<file path="src/common/dbrf_map.svh">
`ifndef DBRF_MAP_SVH
`define DBRF_MAP_SVH

// ----------------------------------------
// Data memory layout
// ----------------------------------------
`define BUF_FIRST 7'h0C
`define BUF_LAST 7'h0F
`define NUM_BANKS 3'h5

// ----------------------------------------
// Peripheral addresses for put and get
// ----------------------------------------
`define PA_CARRIER_LOW 8'h03
`define PA_CARRIER_HIGH 8'h04
`define PA_TIMER_COUNT 8'h05
`define PA_TIMER_MODULO 8'h06
`define PA_ADDR_PTR 8'h40

// ----------------------------------------
// Field masks and reset values
// ----------------------------------------
`define PTR_KEEP_MASK 16'h3fff
`define CTRL_IMPL_MASK 64'h00ff_00ff_00ff_0000
`define CTRL_RO_MASK 64'h0000_0003_0000_0000
`define RESET_NIBBLE 4'h0
`define RESET_WORD 16'h0000
`define UNUSED_READ 4'h0

`endif

</file>
<file path="src/common/dbrf_pkg.sv">
package dbrf_pkg;

  // ----------------------------------------
  // Commands from the instruction sequencer
  // ----------------------------------------
  typedef enum logic [3:0] {
    OP_NOP = 4'h0,
    OP_MEM_WR = 4'h1,
    OP_MEM_RD = 4'h2,
    OP_ALU = 4'h3,
    OP_PUT = 4'h4,
    OP_GET = 4'h5,
    OP_SPACE_RD = 4'h6,
    OP_SPACE_WR = 4'h7,
    OP_TABLE_RD = 4'h8,
    OP_SET_WR = 4'h9,
    OP_SET_ROW = 4'ha
  } op_t;

  // Operation between memory nibble and work row nibble
  typedef enum logic [2:0] {
    ALU_ADD = 3'h0,
    ALU_SUB = 3'h1,
    ALU_AND = 3'h2,
    ALU_OR = 3'h3,
    ALU_XOR = 3'h4,
    ALU_LOAD = 3'h5,
    ALU_STORE = 3'h6
  } alu_t;

  typedef struct packed {
    op_t op;
    alu_t alu;
    logic [2:0] bank;
    logic [6:0] addr;
    logic [3:0] col;
    logic [7:0] periph;
    logic [4:0] imm;
  } cmd_t;

  // ----------------------------------------
  // Peripheral registers and block state
  // ----------------------------------------
  typedef struct packed {
    logic [7:0] carrierLow;
    logic [7:0] carrierHigh;
    logic [7:0] timerModulo;
    logic [15:0] addrPtr;
  } periph_t;

  typedef struct packed {
    logic [4:0] workRowPointer;
    logic [3:0] windowReg;
    logic [15:0] stagingBuf;
    periph_t periph;
    logic [255:0] ctrlRegs;
    logic [3:0] readData;
    logic ack;
  } state_t;

endpackage

</file>
<file path="src/rtl/data_buffer_register_file_access.sv">
`timescale 1ns/100ps
`include "dbrf_map.svh"

// Functional notes
// - One command combines any memory nibble with the selected work row nibble.
// - Work row nibbles are plain data memory, reachable by ordinary reads and writes.
// - Work row pointer: low three bits pick row, upper two bits pick bank.
// - Staging buffer occupies data memory nibbles 0CH to 0FH.
// - Address 05H: timer count read by get only; put does nothing.
// - Address 06H: timer modulo loaded by put only; get does not read it.
// - Addresses 03H and 04H: carrier modulo registers support put and get.
// - Address 40H: program address pointer moves through all four buffer nibbles.
// - Reading the pointer returns zero in its unimplemented top bits.
// - Writing the pointer discards values for its unimplemented top bits.
// - Table read loads the ROM word at the pointer into the buffer.
// - Writes to read-only registers leave every state unchanged.
// - Get from unused peripheral address is undefined; put there does nothing.
// - Unused control register reads are undefined; writes change nothing.
// - Space addresses 00H to 3FH reach control registers in any bank.
// - Space addresses 40H to 7FH reach the matching data memory nibbles.
// - Control space holds 64 nibbles, only 24 implemented.
// - Space read copies the addressed nibble into the window register.
// - Space write copies the window register into the addressed nibble.
module data_buffer_register_file_access (
  // Clock and reset
  input wire logic clock,
  input wire logic resetn,
  // Instruction sequencer
  input wire logic cmdValid,
  input wire dbrf_pkg::cmd_t cmd,
  output logic cmdAck,
  output logic [3:0] readData,
  output logic [3:0] windowReg,
  output logic [15:0] stagingBuf,
  output logic [4:0] workRowPointer,
  // Peripherals
  input wire logic [7:0] timerCount,
  output dbrf_pkg::periph_t periph,
  output logic [255:0] ctrlRegs,
  // Program memory
  output logic [15:0] romAddr,
  input wire logic [15:0] romWord
);

  // ----------------------------------------
  // State and storage
  // ----------------------------------------
  localparam logic [63:0] ImplMask = `CTRL_IMPL_MASK;
  localparam logic [63:0] RoMask = `CTRL_RO_MASK;

  dbrf_pkg::state_t q, d;
  logic [3:0] dataMem [0:639];
  logic memWe;
  logic [9:0] memWIdx;
  logic [3:0] memWData;
  logic wEn;
  logic [2:0] wBank;
  logic [6:0] wAddr;
  logic [3:0] wData;
  logic [2:0] rowBank;
  logic [6:0] rowAddr;
  logic [3:0] rowVal;
  logic [3:0] memVal;

  // ----------------------------------------
  // Decoding helpers
  // ----------------------------------------
  // Staging buffer sits at 0CH..0FH of every bank
  function automatic logic inBuf(input logic [6:0] a);
    return (a >= `BUF_FIRST) && (a <= `BUF_LAST);
  endfunction

  // Reads data memory or the staging buffer
  function automatic logic [3:0] memRead(input logic [2:0] b, input logic [6:0] a);
    if (inBuf(a))
    begin
      return q.stagingBuf[{a[1:0], 2'b00} +: 4];
    end
    if (b >= `NUM_BANKS)
    begin
      return `UNUSED_READ;
    end
    return dataMem[{b, a}];
  endfunction

  // Control register read, unused ones give a fixed filler
  function automatic logic [3:0] ctrlRead(input logic [5:0] i);
    return ImplMask[i] ? q.ctrlRegs[{i, 2'b00} +: 4] : `UNUSED_READ;
  endfunction

  function automatic logic ctrlWritable(input logic [5:0] i);
    return ImplMask[i] && !RoMask[i];
  endfunction

  function automatic logic [3:0] aluCalc(input dbrf_pkg::alu_t f, input logic [3:0] a, input logic [3:0] b);
    case (f)
      dbrf_pkg::ALU_ADD: return 4'(a + b);
      dbrf_pkg::ALU_SUB: return 4'(a - b);
      dbrf_pkg::ALU_AND: return a & b;
      dbrf_pkg::ALU_OR: return a | b;
      dbrf_pkg::ALU_XOR: return a ^ b;
      dbrf_pkg::ALU_LOAD: return b;
      default: return a;
    endcase
  endfunction

  // Work row location from the pointer
  assign rowBank = {1'b0, q.workRowPointer[4:3]};
  assign rowAddr = {q.workRowPointer[2:0], cmd.col};
  assign rowVal = memRead(rowBank, rowAddr);
  assign memVal = memRead(cmd.bank, cmd.addr);

  // ----------------------------------------
  // Next state
  // ----------------------------------------
  always_comb
  begin
    d = q;
    d.ack = cmdValid;
    wEn = 1'b0;
    wBank = cmd.bank;
    wAddr = cmd.addr;
    wData = cmd.imm[3:0];
    memWe = 1'b0;
    memWIdx = {cmd.bank, cmd.addr};
    memWData = wData;
    if (cmdValid)
    begin
      case (cmd.op)
        dbrf_pkg::OP_MEM_WR:
        begin
          wEn = 1'b1;
        end
        dbrf_pkg::OP_MEM_RD:
        begin
          d.readData = memVal;
        end
        // Work row arithmetic and transfer
        dbrf_pkg::OP_ALU:
        begin
          wEn = 1'b1;
          if (cmd.alu == dbrf_pkg::ALU_STORE)
          begin
            wData = rowVal;
          end
          else
          begin
            wBank = rowBank;
            wAddr = rowAddr;
            wData = aluCalc(cmd.alu, rowVal, memVal);
          end
        end
        // Buffer to peripheral
        dbrf_pkg::OP_PUT:
        begin
          case (cmd.periph)
            `PA_CARRIER_LOW: d.periph.carrierLow = q.stagingBuf[7:0];
            `PA_CARRIER_HIGH: d.periph.carrierHigh = q.stagingBuf[7:0];
            `PA_TIMER_MODULO: d.periph.timerModulo = q.stagingBuf[7:0];
            `PA_ADDR_PTR: d.periph.addrPtr = q.stagingBuf & `PTR_KEEP_MASK;
            default: d.periph = q.periph;
          endcase
        end
        // Peripheral to buffer
        dbrf_pkg::OP_GET:
        begin
          case (cmd.periph)
            `PA_CARRIER_LOW: d.stagingBuf[7:0] = q.periph.carrierLow;
            `PA_CARRIER_HIGH: d.stagingBuf[7:0] = q.periph.carrierHigh;
            `PA_TIMER_COUNT: d.stagingBuf[7:0] = timerCount;
            `PA_ADDR_PTR: d.stagingBuf = q.periph.addrPtr & `PTR_KEEP_MASK;
            default: d.stagingBuf = q.stagingBuf;
          endcase
        end
        // Space read and write through the window
        dbrf_pkg::OP_SPACE_RD:
        begin
          if (!cmd.addr[6])
          begin
            d.windowReg = ctrlRead(cmd.addr[5:0]);
          end
          else
          begin
            d.windowReg = memVal;
          end
        end
        dbrf_pkg::OP_SPACE_WR:
        begin
          if (!cmd.addr[6])
          begin
            if (ctrlWritable(cmd.addr[5:0]))
            begin
              d.ctrlRegs[{cmd.addr[5:0], 2'b00} +: 4] = q.windowReg;
            end
          end
          else
          begin
            wEn = 1'b1;
            wData = q.windowReg;
          end
        end
        // Table read from program memory
        dbrf_pkg::OP_TABLE_RD:
        begin
          d.stagingBuf = romWord;
        end
        dbrf_pkg::OP_SET_WR:
        begin
          d.windowReg = cmd.imm[3:0];
        end
        dbrf_pkg::OP_SET_ROW:
        begin
          d.workRowPointer = cmd.imm;
        end
        default:
        begin
          d.readData = q.readData;
        end
      endcase
    end
    // Route one nibble write to buffer or array
    if (wEn)
    begin
      if (inBuf(wAddr))
      begin
        d.stagingBuf[{wAddr[1:0], 2'b00} +: 4] = wData;
      end
      else if (wBank < `NUM_BANKS)
      begin
        memWe = 1'b1;
        memWIdx = {wBank, wAddr};
        memWData = wData;
      end
    end
  end

  // ----------------------------------------
  // Registers
  // ----------------------------------------
  always_ff @(posedge clock or negedge resetn)
  begin
    if (!resetn)
    begin
      q <= '0;
    end
    else
    begin
      q <= d;
    end
  end

  // Data memory array, not cleared by reset
  always_ff @(posedge clock)
  begin
    if (memWe)
    begin
      dataMem[memWIdx] <= memWData;
    end
  end

  // Outputs straight from flops
  assign cmdAck = q.ack;
  assign readData = q.readData;
  assign windowReg = q.windowReg;
  assign stagingBuf = q.stagingBuf;
  assign workRowPointer = q.workRowPointer;
  assign periph = q.periph;
  assign ctrlRegs = q.ctrlRegs;
  assign romAddr = q.periph.addrPtr;
endmodule

</file>
<file path="config.mk">
export PLATFORM = sky130hd
export DESIGN_NAME = data_buffer_register_file_access
export DESIGN_NICKNAME = d
export VERILOG_FILES = /design/src/common/dbrf_pkg.sv /design/src/rtl/data_buffer_register_file_access.sv
export VERILOG_INCLUDE_DIRS = /design/src /design/src/common
export SDC_FILE = /design/constraint.sdc
export NUM_CORES = 2
export LEC_CHECK = 0
export BUFFER_PORTS_ARGS = -buffer_cell sky130_fd_sc_hd__buf_2
export CAP_MARGIN = 20
export CORE_MARGIN = 2
export CORE_UTILIZATION = 50
export DETAILED_ROUTE_END_ITERATION = 10
export PLACE_DENSITY_LB_ADDON = 0.15
export SYNTH_ARGS = -nofsm -noshare
export SYNTH_HDL_FRONTEND = slang
export SYNTH_SLANG_ARGS = --single-unit
</file>
<file path="constraint.sdc">
create_clock -name clock -period 82 [get_ports clock]
set_input_delay 12.3 -clock clock [delete_from_list [all_inputs] [get_ports clock]]
set_output_delay 12.3 -clock clock [all_outputs]
set_load 0.02 [all_outputs]
</file>
; Yosys cells after proc, flatten, opt, wreduce, memory -nomap -nowiden
; Memory sizes are Yosys's and may differ from the RTL's.
; Index checks and enable logic that the tools add are counted.
[word_totals]
memories = 3
rom_bits = 128
ff_bits = 324
wordCells = 136
out_inout_bits = 342
inputBits = 61
ram_bits = 2560
[op_classes]
shifts = 7
n_mux = 61
bitwise = 4
reduce_logical = 16
eq_ne = 21
add_sub_neg = 4
magnitude_cmp = 10
[memory_table]
columns = memory, words, word_bits, read_ports, rd_clocked_by_memory_dff, write_ports, line_no
row1 = dataMem, 640, 4, 2, 0, 1, data_buffer_register_file_access.sv:52  ; logic [3:0] dataMem [0:639];
row2 = (no name shown), 64, 1, 1, 0, 0, data_buffer_register_file_access.sv:92  ; return ImplMask[i] && !RoMask[i];
row3 = (no name shown), 64, 1, 1, 0, 0, data_buffer_register_file_access.sv:92
[ops]
columns = operator, count
row1 = two-way mux 256 bit, 3
row2 = two-way mux 316 bit, 1
row3 = bitwise mux 256 bit, 1
row4 = "variable shift 4 x 10 -> 256 bit, first input constant", 1
row5 = variable part select 256 x 9 -> 4 bit, 1
row6 = variable part select 4 x 10 -> 256 bit, 1
row7 = two-way mux 4 bit, 17
row8 = two-way mux 40 bit, 1
row9 = two-way mux 16 bit, 2
row10 = two-way mux 8 bit, 4
row11 = one-hot mux 16 bit (2 select lines), 1
row12 = one-hot mux 8 bit (4 select lines), 1
row13 = variable part select 16 x 5 -> 4 bit, 2
row14 = two-way mux 10 bit, 3
row15 = "equality test 8 x 3 -> 1 bit, second input constant", 3
row16 = one-hot mux 4 bit (6 select lines), 1
row17 = "greater-or-equal comparator 7 x 4 -> 1 bit, second input constant", 3
row18 = "<= comparator 7 x 4 -> 1 bit, second input constant", 3
row19 = two-way mux 7 bit, 3
row20 = bitwise mux 16 bit, 1
row21 = "equality test 4 x 3 -> 1 bit, second input constant", 4
row22 = one-hot mux 4 bit (2 select lines), 2
row23 = "variable shift 4 x 6 -> 16 bit, first input constant", 1
row24 = variable part select 4 x 6 -> 16 bit, 1
row25 = other kinds (32), 62

; Longest topological paths before layout
[logic_depth]
depth_word = 15
ltp_mapped = 24
mapped_depth_nobuf = 17

; Worst setup path after synthesis
; No wires, ideal clock.
[synth_path]
path_kind = input to register
from = input port cmd[17] in the netlist's numbering
to = memory dataMem[0][3], data pin
path_stages = 20
n_path_buf = 4
slack_ps = 34496
t_arrival_ps = 42242
setup_ps = 5262
t_required_ps = 76738
path_cell_list = buf_6 buf_6 buf_6 buf_2 mux4_2 a22oi_1 nand4_1 or4_1 a32oi_1 o21ai_0 inv_1 ha_1 mux2i_1 ha_1 a21o_1 a21oi_1 xnor2_1 xnor3_1 a21oi_2 o31ai_1
[synth_between]
elab_chain_len = 13
elab_cells_between_ends = 28
cone_classes = add/sub: 2 / order compare: 4 / shift: 1 / mux: 15 / bitwise: 3 / reduce/logical: 2 / memory: 1
[synth_lines]
columns = item, line_no
row1 = start: declaration, data_buffer_register_file_access.sv:30  ; input wire dbrf_pkg::cmd_t cmd,
row2 = "parallel branches: the longest is 4 deep, another holds memory (640 x 4 bit)", -
row3 = two-way mux 4 bit *, data_buffer_register_file_access.sv:79  ; if (b >= `NUM_BANKS)
row4 = via memVal[0], data_buffer_register_file_access.sv:63  ; logic [3:0] memVal;
row5 = subtractor 4 bit or adder 4 bit (tied branches), "data_buffer_register_file_access.sv:98, data_buffer_register_file_access.sv:97"
row6 = one-hot mux 4 bit (6 select lines) *, data_buffer_register_file_access.sv:96  ; case (f)
row7 = two-way mux 4 bit *, data_buffer_register_file_access.sv:142  ; if (cmd.alu == dbrf_pkg::ALU_STORE)
row8 = one-hot mux 4 bit (2 select lines) *, data_buffer_register_file_access.sv:129  ; case (cmd.op)
row9 = two-way mux 4 bit *, data_buffer_register_file_access.sv:127  ; if (cmdValid)
row10 = two-way mux 4 bit *, data_buffer_register_file_access.sv:228  ; else if (wBank < `NUM_BANKS)
row11 = two-way mux 4 bit *, data_buffer_register_file_access.sv:224  ; if (inBuf(wAddr))
row12 = two-way mux 4 bit *, data_buffer_register_file_access.sv:222  ; if (wEn)
row13 = via memWData[3], data_buffer_register_file_access.sv:55  ; logic [3:0] memWData;
row14 = end: declaration, data_buffer_register_file_access.sv:52
; Mark *: on every way through the listed nets, which the timed path passes. The select of a mux whose other input is x is not followed.

; Final worst setup path
[layout_path]
from = input port cmd[17] in the netlist's numbering
to = memory dataMem[314][3], data pin
; Same word-level chain as after synthesis.

==> flow_metrics.tcl <==
set metrics [dict create \
    power.static_leakage_nw 50.0 \
    clock_tree_from_tritoncts "done" \
    run_status "finished, violations left" \
    cap_violations 0 \
    min_period_over_period_pct 29.4 \
    max_stage_delay_ns 0.87 \
    detailedPlacementHpwl_um 310000 \
    clock.fmax_mhz 41.4 \
    vdd_drop_max_uv 20.7 \
    dieArea_um2 270000 \
    timing.critical_path.to_type "flip-flop" \
    worstMarginPinSlew_ns 1.51 \
    post-cts-setup-buffers 0 \
    route.detailed.vias_per_inst 7.13 \
    timing.critical_path.mode_cell "buf_4" \
    setup-violations-final 0 \
    total_power_mw 3.38 \
    post_route_cells_drive_above_1_share_pct 31.9 \
    met2_length_um 212000 \
    worst-endpoint-arrival_ns 24.66 \
    worst_setup_hold_path_clk_slew_ns 0.06 \
    dr_total_vias 83723 \
    cts.sinks 2884 \
    cp.required_ns 82.52 \
    num-fill-cells 20272 \
    pre_cts_ws_ns 57.07 \
    layout-area-overhead-vs-synth_pct 11.8 \
    hold_violations 0 \
    resize_count_post_cts 0 \
    crit_type "primary input to flip-flop" \
    fin_worst_skew_ns 0.0875 \
    failed_checks "slew limit" \
    rows 189 \
    post_drt_wl_per_cell_um 41.1 \
    min_path_type "flip-flop to flip-flop" \
    buffer_ports.inserted 398 \
    cts_root_buf "clkbuf_16" \
    async_flop_share_pct 11.2 \
    routability_congestion_estimate_from_global_placement 0.985 \
    max_fo_critical_path 98 \
    layout.area.seq_um2 85000 \
    ys_dominant_reg_cell "edfxtp_1" \
    maxSlewViolCount 3 \
    groute.usage.overall_pct 35.5 \
    timing.final.ws_setup_ns 57.86 \
    chipHeight_um 520 \
    synthesis.area_um2 133000 \
    antenna_found_initial 47 \
    cts.hold.buffers_added 0 \
    cts-htree-levels 5 \
    drc 0 \
    post_route_setup_tns_ns 0 \
    worstSkewPairLatency_ns 0.91 \
    synth-edff-count 2560 \
    maximum_number_of_pins_on_one_net_before_global_route_repair 238 \
    dr.first_iter.drc_count 13063 \
    global_route_wire_length_before_repair_um 663000 \
    critPathSlowestCell "buf_4" \
    effective_utilization_at_floorplan_pct 50.2 \
    drt.antenna.violating_nets 0 \
    synth_cell_type_count 100 \
    wl_met3_um 70400 \
    ys_seq_elements 2884 \
    max-slew-margin-rel_pct -0.411 \
    routedLengthMet1_um 167000 \
    num-nets-final 8018 \
    cts_buffer_depth 4 \
    syn_avg_cell_area_um2 17.6 \
    detail_route.first_pass.iterations 9 \
    yosys_warnings 0 \
    wl_um 482000 \
    setup_repair_after_global_routing_missed_its_margin "no" \
    critical_path.n_buffers_inverters 13 \
    cp-start-kind "primary input" \
    cts_buffers 309 \
    overflow 0 \
    finalCriticalPeriod_ns 24.14 \
    fp.dieW_um 520 \
    post_synth_inst_count 7569 \
    power_density_nw_per_um2 22.7 \
    seq_area_frac_synth_pct 63.9 \
    route.top_layer_used "met5" \
    core_area_um2 265000 \
    io-pin-count 403 \
    multi_input_area_um2 44800 \
    number_of_global_route_vias_before_repair 80747 \
    timing.critical_path.max_delay_family "buffers and inverters" \
]
[cells in the final DEF, fill, tap and decap left out, types with 137 or more instances in the layout]
master	count
buf_2	388
mux4_2	1205
buf_4	230
mux2i_1	228
nor2_1	746
clkbuf_16	323
mux2_2	186
nand2_1	476
edfxtp_1	2560
o21ai_0	137
dfrtp_1	321
[logic make-up after synthesis]
| group | after synthesis | synth area share [%] |
|---|---|---|
| AO/OA/AOI/OAI | 693 | 3.63 |
| XOR/XNOR | 8 | 0.0631 |
| adder cells (fa/ha/maj) | 21 | 0.203 |
| buffers and inverters | 694 | 2.80 |
| flip-flops | 2884 | 63.9 |
| multiplexers | 1636 | 24.0 |
| other | 1 | 0.00282 |
| AND/OR/NAND/NOR | 1632 | 5.31 |
[cells in the mapped netlist (all sizes together) (39+ instances only)]
library cell | number | share of area [%]
clkbuf | 276 | 0.78
o21ai | 153 | 0.58
nor3 | 39 | 0.15
and2 | 63 | 0.30
buf | 385 | 1.9
o22ai | 44 | 0.21
a21oi | 96 | 0.37
mux2i | 228 | 1.7
dfrtp | 324 | 6.1
nand2 | 504 | 1.5
mux2 | 186 | 1.6
a22oi | 102 | 0.58
mux4 | 1222 | 21
nor2 | 755 | 2.1
nand3 | 113 | 0.44
edfxtp | 2560 | 58
[through the flow]
step / cell area [um^2] / utilization [%] / std cells / hold slack [ns]
after CTS: 148000 / 56.0 / 11692 / 0.373
final: 149000 / 56.1 / 11743 / 0.368
after detailed placement: 139000 / 52.3 / 11151 / 0.360
after floorplan: 133000 / - / 7632 / 0.567
after global routing: 149000 / 56.1 / 11705 / 0.378
after global placement: 138000 / 52.2 / 11137 / 0.360
[metal layers]
layer  global-route usage [%]  up-vias
met3                     13.4     1530
li1                         -    31557
met5                    0.474        -
met1                     45.9    43557
met2                     51.2     7053
met4                     20.9       26
[path summary, 6_finish.rpt]
kind                            cells after the start  slack, ns              start                    endpoint
worst max-delay path                               28      57.86            cmd[17]             dataMem[314][3]
worst min-delay path                                0       0.37          flip-flop                   flip-flop
worst max register to register                     22      71.30  workRowPointer[0]             dataMem[314][3]
worst min register to register                      0       0.37          flip-flop                   flip-flop
max in group asynchronous                           3      68.06             resetn  asynchronous set/reset pin
min in group asynchronous                           1      11.54             resetn  asynchronous set/reset pin
[state kept, by name, summed over array words and instances, names as in the netlist, named ones only]
register,cells
cmdAck,1
windowReg,4
dataMem,2560
stagingBuf,16
readData,4
periph,24
workRowPointer,5
romAddr,14
[final cells by class]
type	count	area share, %
Sequential cell	2884	57.2
Multi-Input combinational cell	4054	30.1
Clock buffer	380	5.68
Tap cell	3533	2.97
Timing Repair Buffer	655	2.97
Clock inverter	161	0.912
Inverter	32	0.0901
Antenna cell	44	0.0741
[where the power goes]
group	internal, mW	leakage [nW]	switching (mW)	total, mW
registers	1.61	27.5	0.0115	1.63
clock network	0.796	4.84	0.594	1.39
logic	0.113	17.6	0.247	0.360
total	2.52	50.0	0.853	3.38
Power figures use the tool's default switching activity.
